<file path="src/design/ulc_pkg.sv">
/*
 * Package for the serial line control registers: register indices, field positions,
 * reset values, mode encodings, carriers and timing counts.
 * Assumes a 20 MHz system clock; byte address of a register is four times its index.
 */
package ulc_pkg;
    localparam int CLK_PERIOD_NS     = 50;
    localparam int BREAK_TICK_NS     = 1000000;
    localparam int BREAK_TICK_CYCLES = BREAK_TICK_NS / CLK_PERIOD_NS;

    localparam logic [11:0] IDX_DRIVER_ACTIVE = 12'h20d;
    localparam logic [11:0] IDX_SH_PIN_FUNC   = 12'h217;
    localparam logic [11:0] IDX_SH_PIN_DIR    = 12'h218;
    localparam logic [11:0] IDX_SH_PIN_MASK   = 12'h219;
    localparam logic [11:0] IDX_PATH_ENABLE   = 12'hc00;
    localparam logic [11:0] IDX_FLOW_MODE     = 12'hc06;
    localparam logic [11:0] IDX_RESUME_CHAR   = 12'hc07;
    localparam logic [11:0] IDX_PAUSE_CHAR    = 12'hc08;
    localparam logic [11:0] IDX_LINE_ERR      = 12'hc09;
    localparam logic [11:0] IDX_BREAK_COUNT   = 12'hc0a;
    localparam logic [11:0] IDX_TURN_DELAY    = 12'hc0b;
    localparam logic [11:0] IDX_PIN_FUNC      = 12'hc0c;
    localparam logic [11:0] IDX_PIN_DIR       = 12'hc0d;
    localparam logic [11:0] IDX_PIN_MASK      = 12'hc11;
    localparam logic [11:0] IDX_WIDE_MODE     = 12'hd02;

    localparam int EN_TX_BIT      = 0;
    localparam int EN_RX_BIT      = 1;
    localparam int FLOW_HD_BIT    = 3;
    localparam int PF_POL_BIT     = 3;
    localparam int ERR_BRK_BIT    = 3;
    localparam int ERR_FRM_BIT    = 4;
    localparam int ERR_PAR_BIT    = 5;
    localparam int ERR_OVR_BIT    = 6;
    localparam int ERR_LIVE_BIT   = 7;
    localparam int DRV_ACTIVE_BIT = 0;
    localparam int WIDE_EN_BIT    = 0;

    localparam logic [7:0]  RESUME_RST = 8'h17;
    localparam logic [7:0]  PAUSE_RST  = 8'h19;
    localparam logic [11:0] BREAK_HOLD = 12'hfff;

    localparam logic [11:0] MASK_ENABLE = 12'h003;
    localparam logic [11:0] MASK_FLOW   = 12'h00f;
    localparam logic [11:0] MASK_CHAR   = 12'h0ff;
    localparam logic [11:0] MASK_ERR    = 12'h0f8;
    localparam logic [11:0] MASK_DELAY  = 12'h00f;
    localparam logic [11:0] MASK_PINS   = 12'h03f;
    localparam logic [11:0] MASK_BIT0   = 12'h001;

    localparam logic [1:0] OTP_SEL_FUNC = 2'h0;
    localparam logic [1:0] OTP_SEL_DIR  = 2'h1;
    localparam logic [1:0] OTP_SEL_MASK = 2'h2;

    typedef enum logic [2:0] {
        FM_NONE      = 3'h0,
        FM_HW        = 3'h1,
        FM_SW        = 3'h2,
        FM_MATCH_RX  = 3'h3,
        FM_MATCH_ALL = 3'h4
    } ulc_flow_mode_t;

    typedef enum logic [2:0] {
        PF_GPIO       = 3'h0,
        PF_RTS_CTS    = 3'h1,
        PF_DTR_DSR    = 3'h2,
        PF_XCVR_TX    = 3'h3,
        PF_XCVR_MATCH = 3'h4
    } ulc_pin_func_t;

    typedef enum logic [1:0] {
        XS_IDLE = 2'h0,
        XS_TX   = 2'h1,
        XS_HOLD = 2'h2
    } ulc_xcvr_state_t;

    typedef struct packed {
        logic       valid;
        logic [7:0] data;
        logic       frame_err;
        logic       parity_err;
        logic       break_err;
    } ulc_rx_evt_t;

    typedef struct packed {
        logic        we;
        logic [1:0]  sel;
        logic [11:0] data;
    } ulc_otp_wr_t;
endpackage

</file>
<file path="src/design/ulc_line_ctrl.sv">
/*
 * Serial line control and status registers behind an APB slave: path enables, flow mode,
 * pause/resume characters, read-clear line errors, break countdown, transceiver turn-around,
 * and one-time-programmable shadows of the pin settings copied in on a class command.
 * Assumes the receiver, transmitter, FIFOs and baud generator sit outside and are synchronous to clk.
 */
// Design decisions made here: the APB slave port and the placing of the registers.
`timescale 1ns/1ps

module ulc_line_ctrl #(
    parameter int MS_CYCLES = ulc_pkg::BREAK_TICK_CYCLES
) (
    input  wire logic                   clk,
    input  wire logic                   resetn,
    input  wire logic                   psel,
    input  wire logic                   penable,
    input  wire logic                   pwrite,
    input  wire logic [15:0]            paddr,
    input  wire logic [31:0]            pwdata,
    output logic      [31:0]            prdata,
    output logic                        pready,
    output logic                        pslverr,
    input  wire ulc_pkg::ulc_otp_wr_t   otp_wr,
    input  wire logic                   class_cmd,
    input  wire ulc_pkg::ulc_rx_evt_t   rx_evt,
    input  wire logic                   rx_fifo_full,
    input  wire logic                   break_live,
    input  wire logic                   addr_match,
    input  wire logic                   tx_busy,
    input  wire logic                   bit_tick,
    input  wire logic                   clear_to_send,
    input  wire logic                   set_ready,
    output logic                        tx_enable,
    output logic                        rx_enable,
    output logic                        tx_allowed,
    output logic                        rx_accept,
    output ulc_pkg::ulc_flow_mode_t     flow_mode,
    output logic                        wide_mode,
    output logic                        line_break,
    output logic      [11:0]            pin_function,
    output logic      [5:0]             pin_direction,
    output logic      [5:0]             pin_irq_mask,
    output logic                        pin_five_o,
    output logic                        pin_five_oe
);
    if (MS_CYCLES < 2 || MS_CYCLES > 65536) begin : g_bad_ms
        $error("MS_CYCLES must lie between 2 and 65536");
    end

    function automatic logic mapped(input logic [11:0] idx);
        case (idx)
            ulc_pkg::IDX_DRIVER_ACTIVE, ulc_pkg::IDX_SH_PIN_FUNC, ulc_pkg::IDX_SH_PIN_DIR,
            ulc_pkg::IDX_SH_PIN_MASK, ulc_pkg::IDX_PATH_ENABLE, ulc_pkg::IDX_FLOW_MODE,
            ulc_pkg::IDX_RESUME_CHAR, ulc_pkg::IDX_PAUSE_CHAR, ulc_pkg::IDX_LINE_ERR,
            ulc_pkg::IDX_BREAK_COUNT, ulc_pkg::IDX_TURN_DELAY, ulc_pkg::IDX_PIN_FUNC,
            ulc_pkg::IDX_PIN_DIR, ulc_pkg::IDX_PIN_MASK, ulc_pkg::IDX_WIDE_MODE: mapped = 1'b1;
            default: mapped = 1'b0;
        endcase
    endfunction

    logic [11:0] drv_active_reg, sh_func_reg, sh_dir_reg, sh_mask_reg, enable_reg, flow_reg;
    logic [11:0] resume_reg, pause_reg, err_reg, err_next, break_cnt_reg, delay_reg;
    logic [11:0] func_reg, dir_reg, mask_reg, wide_reg, rd_val, err_set, err_clr, err_base;
    logic [31:0] prdata_reg;
    logic [15:0] ms_cnt_reg;
    logic [3:0]  turn_cnt_reg;
    logic        paused_reg, line_break_reg, ms_tick, addr_ok, setup, access, hw_ok, half_duplex_w;
    logic [11:0] idx;
    ulc_pkg::ulc_xcvr_state_t xs_reg;

    assign idx     = paddr[13:2];
    assign addr_ok = mapped(idx) && paddr[15:14] == 2'h0 && paddr[1:0] == 2'h0;
    assign setup   = psel && !penable;
    assign access  = psel && penable;
    assign pready  = 1'b1;
    assign pslverr = access && !addr_ok;
    assign prdata  = prdata_reg;

    function automatic logic wr_hit(input logic [11:0] target, input logic acc, input logic wr,
                                    input logic ok, input logic [11:0] ix);
        wr_hit = acc && wr && ok && ix == target;
    endfunction

    always_comb begin
        case (idx)
            ulc_pkg::IDX_DRIVER_ACTIVE: rd_val = drv_active_reg;
            ulc_pkg::IDX_SH_PIN_FUNC:   rd_val = sh_func_reg;
            ulc_pkg::IDX_SH_PIN_DIR:    rd_val = sh_dir_reg;
            ulc_pkg::IDX_SH_PIN_MASK:   rd_val = sh_mask_reg;
            ulc_pkg::IDX_PATH_ENABLE:   rd_val = enable_reg;
            ulc_pkg::IDX_FLOW_MODE:     rd_val = flow_reg;
            ulc_pkg::IDX_RESUME_CHAR:   rd_val = resume_reg;
            ulc_pkg::IDX_PAUSE_CHAR:    rd_val = pause_reg;
            ulc_pkg::IDX_LINE_ERR:      rd_val = err_reg | {4'h0, break_live, 7'h00};
            ulc_pkg::IDX_BREAK_COUNT:   rd_val = break_cnt_reg;
            ulc_pkg::IDX_TURN_DELAY:    rd_val = delay_reg;
            ulc_pkg::IDX_PIN_FUNC:      rd_val = func_reg;
            ulc_pkg::IDX_PIN_DIR:       rd_val = dir_reg;
            ulc_pkg::IDX_PIN_MASK:      rd_val = mask_reg;
            ulc_pkg::IDX_WIDE_MODE:     rd_val = wide_reg;
            default:                    rd_val = 12'h000;
        endcase
    end

    // Read data is captured in the setup cycle so it comes from a flip-flop
    always_ff @(posedge clk or negedge resetn) begin
        if (!resetn) begin
            prdata_reg <= 32'h0000_0000;
        end else if (setup && !pwrite) begin
            prdata_reg <= {20'h00000, rd_val};
        end
    end

    // Plain software registers; writes mask off reserved bits
    always_ff @(posedge clk or negedge resetn) begin
        if (!resetn) begin
            drv_active_reg <= 12'h000;
            enable_reg     <= 12'h000;
            flow_reg       <= 12'h000;
            resume_reg     <= {4'h0, ulc_pkg::RESUME_RST};
            pause_reg      <= {4'h0, ulc_pkg::PAUSE_RST};
            delay_reg      <= 12'h000;
            wide_reg       <= 12'h000;
        end else begin
            if (wr_hit(ulc_pkg::IDX_DRIVER_ACTIVE, access, pwrite, addr_ok, idx))
                drv_active_reg <= pwdata[11:0] & ulc_pkg::MASK_BIT0;
            if (wr_hit(ulc_pkg::IDX_PATH_ENABLE, access, pwrite, addr_ok, idx))
                enable_reg <= pwdata[11:0] & ulc_pkg::MASK_ENABLE;
            if (wr_hit(ulc_pkg::IDX_FLOW_MODE, access, pwrite, addr_ok, idx))
                flow_reg <= pwdata[11:0] & ulc_pkg::MASK_FLOW;
            if (wr_hit(ulc_pkg::IDX_RESUME_CHAR, access, pwrite, addr_ok, idx))
                resume_reg <= pwdata[11:0] & ulc_pkg::MASK_CHAR;
            if (wr_hit(ulc_pkg::IDX_PAUSE_CHAR, access, pwrite, addr_ok, idx))
                pause_reg <= pwdata[11:0] & ulc_pkg::MASK_CHAR;
            if (wr_hit(ulc_pkg::IDX_TURN_DELAY, access, pwrite, addr_ok, idx))
                delay_reg <= pwdata[11:0] & ulc_pkg::MASK_DELAY;
            if (wr_hit(ulc_pkg::IDX_WIDE_MODE, access, pwrite, addr_ok, idx))
                wide_reg <= pwdata[11:0] & ulc_pkg::MASK_BIT0;
        end
    end

    // Shadows: only the programmable store writes them; bus writes are dropped
    always_ff @(posedge clk or negedge resetn) begin
        if (!resetn) begin
            sh_func_reg <= 12'h000;
            sh_dir_reg  <= 12'h000;
            sh_mask_reg <= 12'h000;
        end else if (otp_wr.we) begin
            if (otp_wr.sel == ulc_pkg::OTP_SEL_FUNC) sh_func_reg <= otp_wr.data & ulc_pkg::MASK_FLOW;
            if (otp_wr.sel == ulc_pkg::OTP_SEL_DIR)  sh_dir_reg  <= otp_wr.data & ulc_pkg::MASK_PINS;
            if (otp_wr.sel == ulc_pkg::OTP_SEL_MASK) sh_mask_reg <= otp_wr.data & ulc_pkg::MASK_PINS;
        end
    end

    // Live pin settings; a class command with no custom driver overrides a bus write
    always_ff @(posedge clk or negedge resetn) begin
        if (!resetn) begin
            func_reg <= 12'h000;
            dir_reg  <= 12'h000;
            mask_reg <= 12'h000;
        end else if (class_cmd && !drv_active_reg[ulc_pkg::DRV_ACTIVE_BIT]) begin
            func_reg <= sh_func_reg;
            dir_reg  <= sh_dir_reg;
            mask_reg <= sh_mask_reg;
        end else begin
            if (wr_hit(ulc_pkg::IDX_PIN_FUNC, access, pwrite, addr_ok, idx))
                func_reg <= pwdata[11:0] & ulc_pkg::MASK_FLOW;
            if (wr_hit(ulc_pkg::IDX_PIN_DIR, access, pwrite, addr_ok, idx))
                dir_reg <= pwdata[11:0] & ulc_pkg::MASK_PINS;
            if (wr_hit(ulc_pkg::IDX_PIN_MASK, access, pwrite, addr_ok, idx))
                mask_reg <= pwdata[11:0] & ulc_pkg::MASK_PINS;
        end
    end

    // Line error flags: the read clears only what it returned, new events win
    always_comb begin
        err_set = 12'h000;
        err_set[ulc_pkg::ERR_BRK_BIT] = break_live || (rx_evt.valid && rx_evt.break_err);
        err_set[ulc_pkg::ERR_FRM_BIT] = rx_evt.valid && rx_evt.frame_err;
        err_set[ulc_pkg::ERR_PAR_BIT] = rx_evt.valid && rx_evt.parity_err;
        err_set[ulc_pkg::ERR_OVR_BIT] = rx_evt.valid && rx_fifo_full;
        err_clr  = wr_hit(ulc_pkg::IDX_LINE_ERR, access, 1'b1, addr_ok, idx) && !pwrite ?
                   prdata_reg[11:0] : 12'h000;
        err_base = (wide_reg[ulc_pkg::WIDE_EN_BIT] && rx_evt.valid) ? 12'h000 : err_reg;
        err_next = ((err_base & ~err_clr) | err_set) & ulc_pkg::MASK_ERR & 12'h07f;
    end

    always_ff @(posedge clk or negedge resetn) begin
        if (!resetn) begin
            err_reg <= 12'h000;
        end else begin
            err_reg <= err_next;
        end
    end

    // Millisecond enable for the break countdown
    assign ms_tick = ms_cnt_reg == 16'(MS_CYCLES - 1);

    always_ff @(posedge clk or negedge resetn) begin
        if (!resetn) begin
            ms_cnt_reg <= 16'h0000;
        end else begin
            ms_cnt_reg <= ms_tick ? 16'h0000 : ms_cnt_reg + 16'h0001;
        end
    end

    always_ff @(posedge clk or negedge resetn) begin
        if (!resetn) begin
            break_cnt_reg <= 12'h000;
        end else if (wr_hit(ulc_pkg::IDX_BREAK_COUNT, access, pwrite, addr_ok, idx)) begin
            break_cnt_reg <= pwdata[11:0];
        end else if (ms_tick && break_cnt_reg != 12'h000 && break_cnt_reg != ulc_pkg::BREAK_HOLD) begin
            break_cnt_reg <= break_cnt_reg - 12'h001;
        end
    end

    // Break starts only once the shifter is idle and ends at a zero count
    always_ff @(posedge clk or negedge resetn) begin
        if (!resetn) begin
            line_break_reg <= 1'b0;
        end else if (break_cnt_reg == 12'h000) begin
            line_break_reg <= 1'b0;
        end else if (!tx_busy) begin
            line_break_reg <= 1'b1;
        end
    end

    // Software flow: pause and resume characters seen on accepted bytes
    always_ff @(posedge clk or negedge resetn) begin
        if (!resetn) begin
            paused_reg <= 1'b0;
        end else if (flow_mode != ulc_pkg::FM_SW) begin
            paused_reg <= 1'b0;
        end else if (rx_evt.valid && rx_accept) begin
            if (rx_evt.data == pause_reg[7:0])
                paused_reg <= 1'b1;
            else if (rx_evt.data == resume_reg[7:0])
                paused_reg <= 1'b0;
        end
    end

    // Transceiver turn-around: hold the enable for a programmed number of bit times
    always_ff @(posedge clk or negedge resetn) begin
        if (!resetn) begin
            xs_reg       <= ulc_pkg::XS_IDLE;
            turn_cnt_reg <= 4'h0;
        end else begin
            case (xs_reg)
                ulc_pkg::XS_IDLE: begin
                    if (tx_busy) xs_reg <= ulc_pkg::XS_TX;
                end
                ulc_pkg::XS_TX: begin
                    if (!tx_busy) begin
                        turn_cnt_reg <= delay_reg[3:0];
                        xs_reg <= (delay_reg[3:0] == 4'h0) ? ulc_pkg::XS_IDLE : ulc_pkg::XS_HOLD;
                    end
                end
                ulc_pkg::XS_HOLD: begin
                    if (tx_busy) begin
                        xs_reg <= ulc_pkg::XS_TX;
                    end else if (bit_tick) begin
                        turn_cnt_reg <= turn_cnt_reg - 4'h1;
                        if (turn_cnt_reg == 4'h1) xs_reg <= ulc_pkg::XS_IDLE;
                    end
                end
                default: xs_reg <= ulc_pkg::XS_IDLE;
            endcase
        end
    end

    logic xcvr_active, xcvr_fn;
    assign xcvr_fn     = func_reg[2:0] == ulc_pkg::PF_XCVR_TX || func_reg[2:0] == ulc_pkg::PF_XCVR_MATCH;
    assign xcvr_active = (xs_reg != ulc_pkg::XS_IDLE || tx_busy) &&
                         (func_reg[2:0] != ulc_pkg::PF_XCVR_MATCH || addr_match);
    assign pin_five_oe = xcvr_fn;
    assign pin_five_o  = xcvr_fn && (xcvr_active == func_reg[ulc_pkg::PF_POL_BIT]);

    assign hw_ok = func_reg[2:0] == ulc_pkg::PF_DTR_DSR ? set_ready : clear_to_send;

    assign flow_mode     = ulc_pkg::ulc_flow_mode_t'(flow_reg[2:0]);
    assign tx_enable     = enable_reg[ulc_pkg::EN_TX_BIT];
    assign rx_enable     = enable_reg[ulc_pkg::EN_RX_BIT];
    assign half_duplex_w = flow_reg[ulc_pkg::FLOW_HD_BIT];
    assign tx_allowed    = tx_enable && !line_break_reg && !paused_reg &&
                           (flow_mode != ulc_pkg::FM_HW || hw_ok) &&
                           (flow_mode != ulc_pkg::FM_MATCH_ALL || addr_match);
    assign rx_accept     = rx_enable && !(half_duplex_w && tx_busy) &&
                           ((flow_mode != ulc_pkg::FM_MATCH_RX && flow_mode != ulc_pkg::FM_MATCH_ALL)
                            || addr_match);
    assign wide_mode     = wide_reg[ulc_pkg::WIDE_EN_BIT];
    assign line_break    = line_break_reg;
    assign pin_function  = func_reg;
    assign pin_direction = dir_reg[5:0];
    assign pin_irq_mask  = mask_reg[5:0];
endmodule

</file>
<file path="config.mk">
export PLATFORM = sky130hd
export DESIGN_NAME = ulc_line_ctrl
export DESIGN_NICKNAME = d
export VERILOG_FILES = /design/src/design/ulc_pkg.sv /design/src/design/ulc_line_ctrl.sv
export SDC_FILE = /design/constraint.sdc
export NUM_CORES = 1
export LEC_CHECK = 0
export BUFFER_PORTS_ARGS = -buffer_cell sky130_fd_sc_hd__buf_2
export CAP_MARGIN = 10
export CORE_MARGIN = 2
export CORE_UTILIZATION = 50
export CTS_BUF_LIST = sky130_fd_sc_hd__clkbuf_8
export CTS_CLUSTER_DIAMETER = 200
export CTS_CLUSTER_SIZE = 10
export DETAILED_ROUTE_END_ITERATION = 10
export GPL_ROUTABILITY_DRIVEN = 0
export PLACE_DENSITY = 0.71
export SYNTH_ARGS = -nofsm -noshare
export SYNTH_HDL_FRONTEND = slang
export SYNTH_SLANG_ARGS = --single-unit
</file>
<file path="constraint.sdc">
create_clock -name clk -period 2.9 [get_ports clk]
set_clock_uncertainty 0.2 [all_clocks]
set_input_delay 0 -clock clk [delete_from_list [all_inputs] [get_ports clk]]
set_output_delay 0 -clock clk [all_outputs]
set_load 0.01 [all_outputs]
</file>
==> Flow_metrics.wiki, run 1 <==
{| class="wikitable"
! Metric !! Value
|-
| Status || finished clean
|-
| Diodes inserted || 0
|-
| Critical path buffers and inverters || 4
|-
| Critical Path Fanout Max || 7
|-
| Cell total after placement || 913
|-
| Routed WL || 18,100 µm
|-
| Total area of sequential cells || 2810 µm²
|-
| Headroom to the max-slew limit || 0.313
|-
| Via count of the first global-routing pass || 5,707
|-
| Worst Path Required || 2.99 ns
|-
| Routed metal-1 wire length || 7400 µm
|-
| Congestion Overflow GR || 0
|-
| Proportion of power drawn by the clock network || 0.280
|-
| Placed Instance Area || 7140 µm²
|-
| Critical path origin || paddr[10]
|-
| Antenna violations before repair || 0
|-
| Nets || 891
|-
| Post-synthesis sequential element count || 112
|-
| Worst R2R Start || break_cnt_reg[1]
|-
| Routed via count || 5,657
|-
| Core region area || 12,700 µm²
|-
| Area enclosed by the die boundary || 14,000 µm²
|-
| Mean area per synthesized cell || 9.92 µm²
|-
| Detail Route Antenna Nets || 0
|-
| Largest register FFs || 16
|-
| Async set-reset flop share out of synthesis || 1.00
|-
| Post-CTS setup-driven buffer insertion count || 0
|-
| Power Dens Cells || 415 nW/µm²
|-
| Total leakage power || 3.41 nW
|-
| Maximum number of pins on one net before global-route repair || 113
|-
| # Max-Cap Violations || 0
|-
| Switching power || 0.987 mW
|-
| Clock tree from TritonCTS || built
|-
| Initial cell density of the core || 0.516
|-
| Detailed router's first-iteration violation count || 715
|-
| Internal Pwr Total || 2.24 mW
|-
| Crit share post-route || 0.919
|-
| I/O Pins || 157
|-
| CP dominant cell by count || dlygate4sd3_1
|-
| Combinational group share of total power || 0.170
|-
| Clock buffers created by TritonCTS || 9
|-
| Post-synth EDFFs || 0
|-
| Clk sinks || 112
|-
| Cell-by-cell listing of the critical path || dlygate4sd3_1 > buf_2 > nor4bb_1 > buf_4 > nand3_1 > nor4_4 > a21oi_1 > a211o_1 > dlygate4sd3_1
|-
| Post-synth cell types || 68
|-
| Uppermost metal layer occupied by signal nets || met4
|-
| First-pass GRT wire length || 29,600 µm
|-
| Detail-routed via count per cell || 5.81
|-
| Portion of total power attributed to sequential cells || 0.550
|-
| Final design area excluding fillers || 7770 µm²
|-
| Clock latency reported for the late side of the worst-skew pair || 0.41 ns
|-
| Clock period minus final worst setup slack || 2.66 ns
|-
| Type of the worst setup path || primary input to flip-flop
|-
| Critical Path End Type || flip-flop
|-
| Worst Path Arrival || 2.76 ns
|-
| Net Sw Frac || 0.306
|-
| Count of final setup violators || 0
|-
| Number of max-slew violations in the final report || 0
|-
| H-tree level count || 3
|-
| Half-perimeter wire length after detailed placement || 13,300 µm
|-
| Routed length on met3 || 1180 µm
|-
| Worst path slowest cell || dlygate4sd3_1
|-
| Non-filler cells, final || 974
|-
| Met2 WL || 9170 µm
|-
| Highest attainable clock frequency || 0.375 GHz
|-
| Maximum root-to-sink buffer count || 2
|-
| Number of warnings printed during yosys synthesis || 0
|-
| Number of search-and-repair iterations in the first detailed-routing pass || 7
|-
| Site Rows || 41
|-
| Kind of cell with the highest combined delay on the critical path || buffers and inverters
|-
| Number of failing hold endpoints at the final stage || 0
|-
| Global router's overall resource usage || 0.265
|-
| Number of design rule violations left after detail routing || 0
|-
| Primary FF master, synth || dfrtp_1
|-
| Largest voltage drop on the vdd net || 0.431 mV
|-
| Type of the worst min-delay path || primary input to async pin
|-
| Clk pin slew, worst setup/hold paths || 0.12 ns
|-
| Ratio of cells with drive above 1 in the final layout || 0.239
|-
| Root Driver || clkbuf_8
|-
| Die width || 119 µm
|-
| Fill cell instance count of the final layout || 1,099
|-
| Area of the multi-input gates || 3450 µm²
|-
| CP max stage delay || 0.54 ns
|-
| Average wire per cell in the routed design || 18.6 µm
|-
| Setup repair after global routing missed its margin || no
|-
| Gate count of the mapped netlist || 661
|-
| Worst Max-Slew Pin Slew || 1.03 ns
|-
| Synth Cell Area || 6560 µm²
|-
| Crit path launch type || primary input
|-
| Total of buffers placed on input and output ports || 101
|-
| Chip height || 119 µm
|-
| Area overhead of the layout relative to synthesis || 18.5%
|-
| Total negative slack for setup checks || 0 ns
|-
| Sequential element share of the synthesized area || 0.429
|}
[stage by stage]
step / worst slack [ns] / power, mW / hold WS, ns / utilization
4_1_cts: 0.0970 / 3.24 / 0.00686 / 0.610
2_1_floorplan: 0.513 / 2.07 / -0.496 / -
3_5_place_dp: 0.324 / 2.30 / -0.0640 / 0.561
6_report: 0.235 / 3.23 / 0.00115 / 0.611
5_1_grt: 0.0231 / 3.37 / 0.0229 / 0.611
3_3_place_gp: 0.418 / 2.28 / -0.0734 / 0.561
[worst reg2reg max path: stages, from the launching register on]
cell and delay, ns:
dfrtp_1 0.41, inv_1 0.16, ha_1 0.20, or4b_1 0.47, or3b_4 0.43, nor4bb_1 0.19
mux2i_1 0.13, mux2_1 0.30
[kinds of logic after synthesis]
family | after synthesis | synth area share
simple gates | 245 | 0.214
flops | 112 | 0.429
compound gates | 107 | 0.105
mux | 74 | 0.122
buf+inv | 74 | 0.0628
xor+xnor | 41 | 0.0547
fa+ha+maj | 6 | 0.0114
other cells | 2 | 0.00115
[final timing paths]
path	endpoint	slack [ns]	cells after the start
setup / recovery	err_reg[3]	0.24	9
max in group asynchronous	dir_reg[0]	2.01	3
hold reg to reg	ms_cnt_reg[0]	0.29	1
setup reg to reg	break_cnt_reg[1]	0.30	7
hold / removal	prdata[0]	0.001	3
min in group clk	prdata[1]	0.03	5
[cells in the mapped netlist (3+ instances only)]
cell type,instances,area share
buf_2,8,0.0061
mux2_1,5,0.0086
nand4_1,14,0.013
or3_1,3,0.0029
nand2b_1,9,0.0086
and2_1,3,0.0029
inv_1,13,0.0074
and3b_1,4,0.0053
nand3_1,26,0.020
nand2_1,39,0.022
mux2i_1,28,0.043
xor2_1,29,0.039
nor4_2,3,0.0057
nor3_1,17,0.013
clkbuf_1,18,0.010
xnor2_1,12,0.016
ha_1,6,0.011
nand3b_1,6,0.0069
o21ai_0,17,0.013
nor4_1,15,0.014
and3_1,4,0.0038
a32o_1,4,0.0061
nor4bb_1,6,0.0092
a221oi_1,5,0.0067
dfstp_2,7,0.028
or4b_1,3,0.0046
a22oi_1,4,0.0046
and4_1,5,0.0067
a21oi_1,42,0.032
nor3b_1,5,0.0057
a31oi_1,9,0.0086
buf_4,33,0.038
nor2b_1,7,0.0067
dfrtp_1,105,0.40
nor2_1,57,0.033
a32oi_1,3,0.0040
mux2_2,41,0.070
[what timing repair did]
item,CTS,global route
endpoints found under the setup margin,0,4
gates resized for setup,0,1
hold endpoints to repair,207,0
hold buffers,45,0
[power groups by stage]
stage | logic, mW | registers [mW] | clock network, mW
global route | 0.606 | 1.79 | 0.975
finish | 0.548 | 1.78 | 0.905
global placement | 0.485 | 1.80 | 0
floorplan | 0.275 | 1.79 | 0
detailed placement | 0.497 | 1.80 | 0
CTS | 0.545 | 1.77 | 0.919
[area by class of cell]
type | instances | share of cell area
tap | 172 | 0.0277
clock inverter | 7 | 0.00692
multi-input combinational | 502 | 0.444
inverter | 13 | 0.00628
timing repair buffer | 159 | 0.137
sequential | 112 | 0.362
clock buffer | 9 | 0.0159
[placed cells by master (no fill, tap or decap), types with 4 or more instances in the layout]
cell type      netlist  routed
and3b_1              4       4
nand2b_1             9       9
mux2i_1             28      28
xor2_1              29      29
and4_1               5       5
buf_4               33      13
nor3_1              17      17
clkbuf_8             0       9
inv_1               13      15
conb_1               2      29
nor2b_1              7       7
nand3b_1             6       6
a22oi_1              4       4
nor3b_1              5       4
a21oi_1             42      42
dfrtp_1            105     105
dfstp_2              7       7
mux2_2              41      41
nor4bb_1             6       6
a32o_1               4       4
nor2_1              57      57
o21ai_0             17      17
ha_1                 6       6
nor4_1              15      15
buf_2                8     100
nand2_1             39      39
dlygate4sd3_1        0      45
mux2_1               5       5
nand4_1             14      14
nand3_1             26      26
xnor2_1             12      12
a221oi_1             5       5
a31oi_1              9       9
and3_1               4       4
[routing by layer]
layer,up-vias,GRT usage
met4,0,0.0759
met2,239,0.455
met3,38,0.0598
met1,2756,0.335
met5,-,0
li1,2624,-
Note: power is estimated with default switching activity, not from simulation.
==> run 2, diff against run 1 <==
==> constraint.sdc (replaced) <==
create_clock -name clk -period 3.2 [get_ports clk]
set_clock_uncertainty 0.2 [all_clocks]
set_input_delay 0 -clock clk [delete_from_list [all_inputs] [get_ports clk]]
set_output_delay 0 -clock clk [all_outputs]
set_load 0.005 [all_outputs]
==> run 2 against run 1 <==
Against the previous run:
- flip-flop and latch count stayed put
- combinational power fell by 13%
- first-iteration DRC count fell by 31%
- routed wire length is 1.8% higher
- critical path depth is the same
==> Flow_metrics.wiki, run 2 (synthesis gave the netlist of run 1 again) <==
{| class="wikitable"
! Metric !! Value
|-
| Average wire per cell in the routed design || 18.9 µm (+1.6%)
|-
| Crit path launch type || primary input
|-
| Cell-by-cell listing of the critical path || dlygate4sd3_1 > buf_2 > nor4b_1 > nand3_1 > o221ai_1 > a21oi_1 > dlygate4sd3_1 > a31oi_1 > dlygate4sd3_1
|-
| Diodes inserted || 0 (unchanged)
|-
| Largest voltage drop on the vdd net || 0.341 mV (-21%)
|-
| Chip height || 119 µm (unchanged)
|-
| Most frequent standard cell in the layout excluding fill and tap cells || dfrtp_1
|-
| Clock latency reported for the late side of the worst-skew pair || 0.41 ns (about the same)
|-
| Number of search-and-repair iterations in the first detailed-routing pass || 5 (-2)
|-
| Type of the worst setup path || primary input to flip-flop
|-
| Maximum root-to-sink buffer count || 2 (unchanged)
|-
| Count of final setup violators || 0 (unchanged)
|-
| Largest register FFs || 16 (unchanged)
|-
| Power Dens Cells || 375 nW/µm² (-9.7%)
|-
| Number of failing hold endpoints at the final stage || 0 (unchanged)
|-
| Via count of the first global-routing pass || 5,810 (+1.8%)
|-
| Worst Max-Slew Pin Slew || 1.08 ns (+0.0505 ns)
|-
| Total leakage power || 3.41 nW (about the same)
|-
| Half-perimeter wire length after detailed placement || 13,400 µm (+0.72%)
|-
| Register-to-register setup slack || 0.47 ns (+0.17 ns)
|-
| Total of buffers placed on input and output ports || 101 (unchanged)
|-
| Number of design rule violations left after detail routing || 0 (unchanged)
|-
| Area enclosed by the die boundary || 14,000 µm² (unchanged)
|-
| Detail-routed via count per cell || 5.86 (+0.84%)
|-
| Detailed router's first-iteration violation count || 492 (-31%)
|-
| Clk pin slew, worst setup/hold paths || 0.13 ns (about the same)
|-
| Fill cell instance count of the final layout || 1,081 (-1.6%)
|-
| Clock period minus final worst setup slack || 3.17 ns
|-
| Routed via count || 5,716 (+1.0%)
|-
| Clk sinks || 112 (unchanged)
|-
| Setup repair after global routing missed its margin || no
|-
| # Max-Cap Violations || 0 (unchanged)
|-
| Status || finished clean
|-
| Area overhead of the layout relative to synthesis || 18.8%
|-
| Worst Path Required || 3.36 ns (+0.37 ns)
|-
| I/O Pins || 157 (unchanged)
|-
| Ratio of cells with drive above 1 in the final layout || 0.235 (-0.00433)
|-
| Power Total || 2.92 mW (-9.5%)
|-
| CP max stage delay || 0.67 ns (+0.13 ns)
|-
| Core region area || 12,700 µm² (unchanged)
|-
| Root Driver || clkbuf_8
|-
| Antenna violations before repair || 0 (unchanged)
|-
| Crit share post-route || 0.990
|-
| Detail Route Antenna Nets || 0 (unchanged)
|-
| CP dominant cell by count || dlygate4sd3_1
|-
| Number of max-slew violations in the final report || 0 (unchanged)
|-
| H-tree level count || 3 (unchanged)
|-
| Maximum number of pins on one net before global-route repair || 77 (-32%)
|-
| Routed WL || 18,500 µm (+1.8%)
|-
| Headroom to the max-slew limit || 0.280 (-0.0337)
|-
| Clock buffers created by TritonCTS || 9 (unchanged)
|-
| Die width || 119 µm (unchanged)
|-
| Nets || 893 (+0.22%)
|-
| Clock tree from TritonCTS || built
|-
| Commonest non-fill, non-tap cells in the layout || dfrtp_1, buf_2, nor2_1
|-
| Critical Path Fanout Max || 5 (-2)
|-
| Kind of cell with the highest combined delay on the critical path || buffers and inverters
|-
| Worst path slowest cell || nor4b_1
|-
| Worst Path Arrival || 3.33 ns (+0.57 ns)
|-
| First-pass GRT wire length || 29,400 µm (-0.42%)
|-
| Total negative slack for setup checks || 0 ns (unchanged)
|-
| Site Rows || 41 (unchanged)
|-
| Highest attainable clock frequency || 0.316 GHz
|-
| Critical Path End Type || flip-flop
|-
| Type of the worst min-delay path || primary input to flip-flop
|-
| Congestion Overflow GR || 0 (unchanged)
|-
| Initial cell density of the core || 0.516 (unchanged)
|-
| Global router's overall resource usage || 0.264 (-0.00185)
|-
| Critical path buffers and inverters || 4 (unchanged)
|}
==> run 2: final timing paths <==
kind	from	endpoint	cells after the start
setup / recovery	paddr[13]	prdata[0]	9
hold / removal	rx_evt[11]	paused_reg	3
setup reg to reg	sh_dir_reg[0]	prdata[0]	7
hold reg to reg	prdata[10]	prdata[10]	2
max in group asynchronous	resetn	ms_cnt_reg[11]	3
min in group asynchronous	resetn	enable_reg[1]	2
==> run 2: layout make-up <==
type	count	area [µm²]	area share
timing repair buffer	161	1090	0.139
multi-input combinational	502	3440	0.442
tap	172	215	0.0276
sequential	112	2810	0.361
inverter	13	48.8	0.00626
clock buffer	10	138	0.0177
clock inverter	6	48.8	0.00626
==> run 2: through the flow <==
stage / cell area (µm²) / hold slack, ns / utilization / instances / worst slack, ns
2_1_floorplan: 6660 / -0.496 / - / 688 / 0.813
3_3_place_gp: 7090 / -0.00266 / 0.558 / 909 / 0.676
3_5_place_dp: 7090 / 0.00882 / 0.558 / 909 / 0.617
4_1_cts: 7790 / 0.00419 / 0.612 / 976 / 0.226
5_1_grt: 7790 / 0.0254 / 0.612 / 976 / 0.00740
6_report: 7790 / 0.0203 / 0.612 / 976 / 0.0308
==> run 2: timing repair <==
action	in CTS	in global routing
resized for setup	0	0
hold endpoints to repair	162	0
hold buffers	51	0
buffers inserted	0	0
==> run 2: worst reg2reg max path: stages, from the launching register on <==
cell	delay, ns
dfrtp_1	0.41
mux2_2	0.28
a32oi_1	0.19
o221ai_1	0.13
a21oi_1	0.21
dlygate4sd3_1	0.60
a31oi_1	0.07
dlygate4sd3_1	0.55
==> run 2: metal layers <==
metal / track usage / share of wire / wire [µm] / vias up
li1: - / - / - / 2621
met1: 0.323 / 0.40 / 7420 / 2804
met2: 0.457 / 0.51 / 9410 / 240
met3: 0.0473 / 0.061 / 1120 / 51
met4: 0.109 / 0.028 / 509 / 0
met5: 0 / 0 / 0 / -
==> run 2: where the power goes <==
| group | internal [mW] | leakage (nW) | switching [mW] |
|---|---|---|---|
| Sequential | 1.51 | 1.35 | 0.0980 |
| Combinational | 0.233 | 1.97 | 0.242 |
| Clock | 0.317 | 0.0970 | 0.524 |
| Total | 2.06 | 3.41 | 0.864 |
